$ cat src/rtl/dual_timer_pkg.sv
// constants for the dual byte timer with capture
package dual_timer_pkg;

  localparam int ADDR_W = 16;
  localparam int DATA_W = 8;

  // ----------------------------------------
  // register addresses
  // ----------------------------------------
  localparam logic [ADDR_W-1:0] OFF_CONTROL       = 16'hfe10;
  localparam logic [ADDR_W-1:0] OFF_PRESCALE      = 16'hfe11;
  localparam logic [ADDR_W-1:0] OFF_COUNT_LOW     = 16'hfe12;
  localparam logic [ADDR_W-1:0] OFF_COUNT_HIGH    = 16'hfe13;
  localparam logic [ADDR_W-1:0] OFF_MATCH_LOW     = 16'hfe14;
  localparam logic [ADDR_W-1:0] OFF_MATCH_HIGH    = 16'hfe15;
  localparam logic [ADDR_W-1:0] OFF_CAPTURE_LOW   = 16'hfe16;
  localparam logic [ADDR_W-1:0] OFF_CAPTURE_HIGH  = 16'hfe17;
  localparam logic [ADDR_W-1:0] OFF_CAPTURE2_LOW  = 16'hfe1e;
  localparam logic [ADDR_W-1:0] OFF_CAPTURE2_HIGH = 16'hfe1f;

  // ----------------------------------------
  // control register fields
  // ----------------------------------------
  localparam int BIT_HIGH_RUN   = 7;
  localparam int BIT_LOW_RUN    = 6;
  localparam int BIT_LENGTH     = 5;
  localparam int BIT_LOW_CLOCK  = 4;
  localparam int BIT_HIGH_FLAG  = 3;
  localparam int BIT_HIGH_IE    = 2;
  localparam int BIT_LOW_FLAG   = 1;
  localparam int BIT_LOW_IE     = 0;

  // ----------------------------------------
  // reset and rollover values
  // ----------------------------------------
  localparam logic [DATA_W-1:0] RESET_BYTE   = 8'h00;
  localparam logic [DATA_W-1:0] COUNT_ROLL   = 8'hff;

  typedef enum logic [1:0] {
    mode_split_prescale,
    mode_split_external,
    mode_wide_prescale,
    mode_wide_external
  } mode_t;

endpackage

$ cat src/rtl/dual_byte_timer.sv
// dual byte timer/counter with prescaler, match buffers and capture
//
// Function
// - low run 0: low buffer follows match_low; run 1: reload on low match
// - high run 0: high buffer follows match_high; run 1: reload on high match
// - match when count equals buffer; wide mode needs all sixteen bits equal
// - capture_low takes low count from low input, or high input when wide
// - capture_high takes high count on every high capture strobe
// - capture_second_low takes low count from second low, or second high when wide
// - capture_second_high takes high count on every second high capture strobe
// - four modes from length select and low clock select choose count sources
// - high run 0 holds high counter at zero; 1 lets it count
// - low run 0 holds low counter at zero; 1 lets it count
// - length select 0 gives two 8-bit counters, 1 one 16-bit counter
// - low clock select picks prescaler pulses or external count strobes
// - high flag set on running high match, cleared only by writing 0
// - low flag set on running low match, cleared only by writing 0
// - high flag and high enable raise the high interrupt request
// - low flag and low enable raise the low interrupt request
// - wide mode full match sets both flags in the same cycle when both run bits are set
// - any write to prescaler_match restarts the prescaler at zero
// - prescaler pulses once every prescaler_match plus one cycles
// - wide mode: high counter advances on low counter rollover
// - count registers are read only, reset to zero, read live
// - prescaler counts cycles except in hold, clears on its match
// - each counter returns to zero when stopped and on its match
//
// The implementer's own choice: strobed register access.
`timescale 1ns/1ps

module dual_byte_timer (
  input  wire logic                              clock,
  input  wire logic                              reset_n,
  input  wire logic [dual_timer_pkg::ADDR_W-1:0] address,
  input  wire logic [dual_timer_pkg::DATA_W-1:0] write_data,
  input  wire logic                              write_strobe,
  input  wire logic                              read_strobe,
  output      logic [dual_timer_pkg::DATA_W-1:0] read_data,
  input  wire logic                              hold_mode,
  input  wire logic                              count_input_a,
  input  wire logic                              count_input_b,
  input  wire logic                              low_capture_input,
  input  wire logic                              high_capture_input,
  input  wire logic                              second_low_capture_input,
  input  wire logic                              second_high_capture_input,
  output      logic                              high_irq,
  output      logic                              low_irq
);
  import dual_timer_pkg::*;

  // ----------------------------------------
  // state
  // ----------------------------------------
  logic              high_run;
  logic              low_run;
  logic              length_select;
  logic              low_clock_select;
  logic              high_match_flag;
  logic              high_irq_enable;
  logic              low_match_flag;
  logic              low_irq_enable;
  logic [DATA_W-1:0] prescaler_match;
  logic [DATA_W-1:0] pre_count;
  logic              pre_match;
  logic [DATA_W-1:0] count_low;
  logic [DATA_W-1:0] count_high;
  logic [DATA_W-1:0] match_low;
  logic [DATA_W-1:0] match_high;
  logic [DATA_W-1:0] buf_low;
  logic [DATA_W-1:0] buf_high;
  logic [DATA_W-1:0] capture_low;
  logic [DATA_W-1:0] capture_high;
  logic [DATA_W-1:0] capture_second_low;
  logic [DATA_W-1:0] capture_second_high;

  // ----------------------------------------
  // decode and tick selection
  // ----------------------------------------
  mode_t             mode;
  logic              wr_control;
  logic              wr_prescale;
  logic              ext_tick;
  logic              low_tick;
  logic              high_tick;
  logic              low_equal;
  logic              high_equal;
  logic              full_match;
  logic              low_match;
  logic              high_match;
  logic              low_cap_strobe;
  logic              low2_cap_strobe;
  logic [DATA_W-1:0] control_value;
  logic [DATA_W-1:0] next_read;

  assign wr_control  = write_strobe && (address == OFF_CONTROL);
  assign wr_prescale = write_strobe && (address == OFF_PRESCALE);
  // strobes arrive already aligned to this clock
  assign ext_tick    = count_input_a | count_input_b;
  assign low_equal   = (count_low == buf_low);
  assign high_equal  = (count_high == buf_high);

  always_comb begin
    mode = mode_t'({length_select, low_clock_select});
    low_tick  = 1'b0;
    high_tick = 1'b0;
    unique case (mode)
      mode_split_prescale: begin
        low_tick  = pre_match;
        high_tick = pre_match;
      end
      mode_split_external: begin
        low_tick  = ext_tick;
        high_tick = pre_match;
      end
      mode_wide_prescale: begin
        low_tick  = pre_match;
        high_tick = pre_match && (count_low == COUNT_ROLL);
      end
      mode_wide_external: begin
        low_tick  = ext_tick;
        high_tick = ext_tick && (count_low == COUNT_ROLL);
      end
    endcase
  end

  // wide mode: one match for both halves, so flags move together while both run bits are set
  assign full_match = low_tick && low_equal && high_equal;
  assign low_match  = low_run && (length_select ? full_match
                                                : (low_tick && low_equal));
  assign high_match = high_run && (length_select ? full_match
                                                 : (pre_match && high_equal));

  assign control_value = {high_run, low_run, length_select, low_clock_select,
                          high_match_flag, high_irq_enable, low_match_flag, low_irq_enable};

  // ----------------------------------------
  // control register
  // ----------------------------------------
  always_ff @(posedge clock or negedge reset_n) begin
    if (!reset_n) begin
      high_run         <= 1'b0;
      low_run          <= 1'b0;
      length_select    <= 1'b0;
      low_clock_select <= 1'b0;
      high_irq_enable  <= 1'b0;
      low_irq_enable   <= 1'b0;
    end else if (wr_control) begin
      high_run         <= write_data[BIT_HIGH_RUN];
      low_run          <= write_data[BIT_LOW_RUN];
      length_select    <= write_data[BIT_LENGTH];
      low_clock_select <= write_data[BIT_LOW_CLOCK];
      high_irq_enable  <= write_data[BIT_HIGH_IE];
      low_irq_enable   <= write_data[BIT_LOW_IE];
    end
  end

  // writing 1 leaves a flag alone; a match in the clearing cycle wins
  always_ff @(posedge clock or negedge reset_n) begin
    if (!reset_n) begin
      high_match_flag <= 1'b0;
      low_match_flag  <= 1'b0;
    end else begin
      high_match_flag <= high_match
                       | (high_match_flag & ~(wr_control & ~write_data[BIT_HIGH_FLAG]));
      low_match_flag  <= low_match
                       | (low_match_flag & ~(wr_control & ~write_data[BIT_LOW_FLAG]));
    end
  end

  always_ff @(posedge clock or negedge reset_n) begin
    if (!reset_n) begin
      high_irq <= 1'b0;
      low_irq  <= 1'b0;
    end else begin
      high_irq <= high_match_flag & high_irq_enable;
      low_irq  <= low_match_flag & low_irq_enable;
    end
  end

  // ----------------------------------------
  // prescaler
  // ----------------------------------------
  always_ff @(posedge clock or negedge reset_n) begin
    if (!reset_n) begin
      prescaler_match <= RESET_BYTE;
    end else if (wr_prescale) begin
      prescaler_match <= write_data;
    end
  end

  // the pulse is registered, so ticks lag the count equality by one cycle
  always_ff @(posedge clock or negedge reset_n) begin
    if (!reset_n) begin
      pre_count <= RESET_BYTE;
      pre_match <= 1'b0;
    end else if (wr_prescale) begin
      pre_count <= RESET_BYTE;
      pre_match <= 1'b0;
    end else if (hold_mode) begin
      pre_match <= 1'b0;
    end else if (pre_count == prescaler_match) begin
      pre_count <= RESET_BYTE;
      pre_match <= 1'b1;
    end else begin
      pre_count <= pre_count + 8'h01;
      pre_match <= 1'b0;
    end
  end

  // ----------------------------------------
  // byte counters
  // ----------------------------------------
  always_ff @(posedge clock or negedge reset_n) begin
    if (!reset_n) begin
      count_low <= RESET_BYTE;
    end else if (!low_run || low_match) begin
      count_low <= RESET_BYTE;
    end else if (low_tick) begin
      count_low <= count_low + 8'h01;
    end
  end

  // wide mode relies on software keeping both run bits equal
  always_ff @(posedge clock or negedge reset_n) begin
    if (!reset_n) begin
      count_high <= RESET_BYTE;
    end else if (!high_run || high_match) begin
      count_high <= RESET_BYTE;
    end else if (high_tick) begin
      count_high <= count_high + 8'h01;
    end
  end

  // ----------------------------------------
  // match data and buffers
  // ----------------------------------------
  always_ff @(posedge clock or negedge reset_n) begin
    if (!reset_n) begin
      match_low  <= RESET_BYTE;
      match_high <= RESET_BYTE;
    end else if (write_strobe) begin
      if (address == OFF_MATCH_LOW) begin
        match_low <= write_data;
      end
      if (address == OFF_MATCH_HIGH) begin
        match_high <= write_data;
      end
    end
  end

  // a running buffer only reloads at a match, so a new period never tears
  always_ff @(posedge clock or negedge reset_n) begin
    if (!reset_n) begin
      buf_low <= RESET_BYTE;
    end else if (!low_run || low_match) begin
      buf_low <= match_low;
    end
  end

  always_ff @(posedge clock or negedge reset_n) begin
    if (!reset_n) begin
      buf_high <= RESET_BYTE;
    end else if (!high_run || high_match) begin
      buf_high <= match_high;
    end
  end

  // ----------------------------------------
  // capture registers
  // ----------------------------------------
  assign low_cap_strobe  = length_select ? high_capture_input : low_capture_input;
  assign low2_cap_strobe = length_select ? second_high_capture_input
                                         : second_low_capture_input;

  always_ff @(posedge clock or negedge reset_n) begin
    if (!reset_n) begin
      capture_low         <= RESET_BYTE;
      capture_high        <= RESET_BYTE;
      capture_second_low  <= RESET_BYTE;
      capture_second_high <= RESET_BYTE;
    end else begin
      if (low_cap_strobe) begin
        capture_low <= count_low;
      end
      if (high_capture_input) begin
        capture_high <= count_high;
      end
      if (low2_cap_strobe) begin
        capture_second_low <= count_low;
      end
      if (second_high_capture_input) begin
        capture_second_high <= count_high;
      end
    end
  end

  // ----------------------------------------
  // read port
  // ----------------------------------------
  always_comb begin
    next_read = RESET_BYTE;
    if (read_strobe) begin
      unique case (address)
        OFF_CONTROL:       next_read = control_value;
        OFF_PRESCALE:      next_read = prescaler_match;
        OFF_COUNT_LOW:     next_read = count_low;
        OFF_COUNT_HIGH:    next_read = count_high;
        OFF_MATCH_LOW:     next_read = match_low;
        OFF_MATCH_HIGH:    next_read = match_high;
        OFF_CAPTURE_LOW:   next_read = capture_low;
        OFF_CAPTURE_HIGH:  next_read = capture_high;
        OFF_CAPTURE2_LOW:  next_read = capture_second_low;
        OFF_CAPTURE2_HIGH: next_read = capture_second_high;
        default:           next_read = RESET_BYTE;
      endcase
    end
  end

  always_ff @(posedge clock or negedge reset_n) begin
    if (!reset_n) begin
      read_data <= RESET_BYTE;
    end else begin
      read_data <= next_read;
    end
  end
endmodule

$ cat config.mk
export PLATFORM = sky130hd
export DESIGN_NAME = dual_byte_timer
export DESIGN_NICKNAME = d
export VERILOG_FILES = /design/src/rtl/dual_timer_pkg.sv /design/src/rtl/dual_byte_timer.sv
export SDC_FILE = /design/constraint.sdc
export NUM_CORES = 1
export LEC_CHECK = 0
export ABC_CLOCK_PERIOD_IN_PS = 4400
export BUFFER_PORTS_ARGS = -buffer_cell sky130_fd_sc_hd__buf_2
export CORE_ASPECT_RATIO = 2
export CORE_MARGIN = 2
export CORE_UTILIZATION = 55
export DETAILED_ROUTE_END_ITERATION = 10
export PLACE_DENSITY = 0.74
export SKIP_LAST_GASP = 1
export SLEW_MARGIN = 20
export SYNTH_ARGS = -nofsm -noshare
export SYNTH_HDL_FRONTEND = slang
export SYNTH_SLANG_ARGS = --single-unit
$ cat constraint.sdc
create_clock -name clock -period 4.4 [get_ports clock]
set_clock_uncertainty 0.05 [all_clocks]
set_input_delay 0.44 -clock clock [delete_from_list [all_inputs] [get_ports clock]]
set_output_delay 0.44 -clock clock [all_outputs]
set_load 0.1 [all_outputs]
==> impl_results.md <==
* Final TNS setup at 0 ns
* Terminus of the critical flop-to-flop path: buf_high[3]
* Post-CTS setup buffers at 0
* CP cell instances: xor2_1 -> nor4_2 -> nand2_2 -> a22oi_4 -> mux2_2
* Maxcap violations at 0
* Routed WL at 13,900 um
* Clock sink total at between 100 and 150
* EDFF count, synth at 0
* Crit Path Max Fanout at 16
* Storage element area at about 0.0029 mm2
* CP Capture Type: flip-flop
* Hold slack final at -0.00430 ns
* Wirelength per Cell at approximately 22 um
* Worst slew pin tran at 0.920 ns
* Post-synthesis cell count at between 400 and 500
* Hold Crit Class: input pin to asynchronous set/reset pin
* Die ar. at roughly 0.011 mm2
* CTS tree: yes
* Clk slew on worst S/H paths at around 0.060 ns
* Root Buffer: clkbuf_16
* Synthesized flop and latch total at about 120
* Most numerous cell in the Yosys netlist: dfrtp_1
* Leading area contributor after synthesis: dfrtp_1
* Internal Dissipation at 2220 uW
* Final hold violation count at 7
* Io pins at 45
* Total gr overflow at 0
* Final-layout fill cell count at about 720
* CTS buffer count at 17
* 1st-iter DRT viols at 310
* Diodes inserted at 0
* Worst-path cell with the longest stage delay: a22oi_4
* Hold_buf cts at 0
* Relative slew slack at between 30% and 40%
* Setup Crit Path Kind: flip-flop to flip-flop
* Async SR Flop Fraction at 100%
* Max clock buf depth at 2
* Power per Cell Area at around 420 mW/mm2
* Area growth syn-to-layout at 17.2%
* Yosys warning count at 0
* Synth Cell Area at ~0.0057 mm2
* Chip Height at around 150 um
* Die W at roughly 76 um
* CP Capture Point: buf_high[3]
* Num rows at 52
* Gr usage total at between 20 and 30%
* Status: finished, violations left
* Syn_area_per_cell at about 13 um2
* Final net count at between 500 and 600
* Critical Path Stages at 5
* Flop pwr share at around 38%
* Combinational power share at under 10%
* Sequential share of the synthesized area at between 50% and 60%
* Crit path from: count_high[4]
* Critical path startpoint category: flip-flop
* IO Port Bufs at 44
* Synth Flop Type: dfrtp_1
* Vias in the first global route at 4,146
* R2R depth at 5
* First-pass GRT wire length at ~23,000 um
* Unique masters post-synth at 56
* H-Tree Depth at 4
* DRC at 0
* Max VDD drop at 0.311 mV
* Share of cells above drive strength 1 at a little over a third
* Max Freq at between 400 and 500 MHz
* Synth top cells by count: dfrtp_1 (115), mux2_2 (73), nand2_1 (31), xor2_1 (30), nor2_1 (23)
* R2R setup slack at between 1.5 and 2 ns
* P_sw at 586 uW
* Detailed Routing Iterations Pass 1 at 4
* Final Critical Period at ~2.5 ns
* Initial Utilization at about 57%
* Period utilisation layout at between 50% and 60%
* # setup viols final at 0
* Largest net degree at the start of global routing at 84
* Hpwl dp at between 9000 and 10,000 um
* Multi-input logic area at approximately 0.0027 mm2
* Failing checks: negative hold slack
* Synth area leaders: dfrtp_1 (50%), mux2_2 (14%), mux4_2 (5.5%), xor2_1 (4.6%), nand2_1 (2.0%)
* P_leak at about 0.0032 uW
* Final Max Slew Viols at 0
* Worst Path Buf+Inv at 0
* Vias/cell at 5.99
* Total core area at approximately 0.010 mm2
* Post-synth top area share at between 50% and 60%
* Worst EP required at 4.65 ns
* GPL Wtd Cong at about 0.84
* Syn nets at ~480
* Initial antenna violation count at 0
* Top delay family on crit path: simple AND/OR/NAND/NOR gates
* Vias at around 3,800
* Clock insertion delay at the later pin of the skew report at between 0.4 and 0.5 ns
* Clock power share at approximately three fifths
* Unrepaired setup endpoints after global routing: false
* Antenna viol nets, final at 0
* Worst path max stage delay at ~0.53 ns
* Worst r2r src: count_high[4]
* Resize count post-CTS at 0
* CP arrival at between 2 and 3 ns
* Sw frac at 20.9%
## cell families after synthesis
group           synth area share (%)
simple gates                    12.8
xor+xnor                        5.38
fa+ha+maj                      0.658
flops                           50.5
buf+inv                         2.48
mux                             22.3
compound gates                  5.90
## metrics by stage
stage               utilization, %  worst slack (ns)  total power (uW)  area (um2)  std cells
floorplan                        -              2.40              1130        5700        446
global placement              59.2              1.79              1170        5970        608
detailed placement            59.2              1.77              1180        5970        608
CTS                           66.2              1.95              2820        6670        640
global route                  66.3              1.86              2880        6680        640
finish                        66.3              1.94              2800        6680        640
## routing by layer
layer	global-route usage, %	wire length, um	share of wire, %	up-vias
met5	0	0	0	-
met4	14.1	627	4.5	0
met3	6.84	710	5.1	37
met2	45.7	7320	53	123
met1	31.5	5240	38	1954
li1	-	-	-	1719
## power groups by stage
stage	Combinational [uW]	Clock (uW)	Sequential, uW
floorplan	44.7	0	1080
global placement	92.1	0	1080
detailed placement	95.0	0	1080
CTS	95.9	1660	1060
global route	105	1710	1060
finish	94.7	1650	1060
## cell type report
type	count	share of cell area, %
multi-input combinational	310	40.2
inverter	3	0.168
sequential	115	43.1
tap	135	2.53
clock inverter	15	4.16
timing repair buffer	45	3.50
clock buffer	17	6.36
## placed cells by master (no fill, tap or decap), drive strengths merged, types with 7 or more instances in the layout
cell type	instances
a21oi	22
a221oi	7
buf	45
bufinv	7
clkbuf	17
dfrtp	115
mux2	78
mux4	15
nand2	35
nand3	10
nor2	23
nor2b	7
nor4	7
o21ai	10
xor2	30
## worst min path at each step
stage	startpoint	end	slack [ns]	cells after the start
final	reset_n	buf_low[0]	-0.004	1
after global routing	reset_n	match_low[0]	0.06	1
after CTS	reset_n	buf_low[0]	0.19	1
after detailed placement	capture_second_high[4]	capture_second_high[4]	0.44	1
after global placement	capture_low[7]	capture_low[7]	0.43	1
after floorplan	reset_n	buf_high[0]	0.09	0
Note: power is estimated with default switching activity, not from simulation.
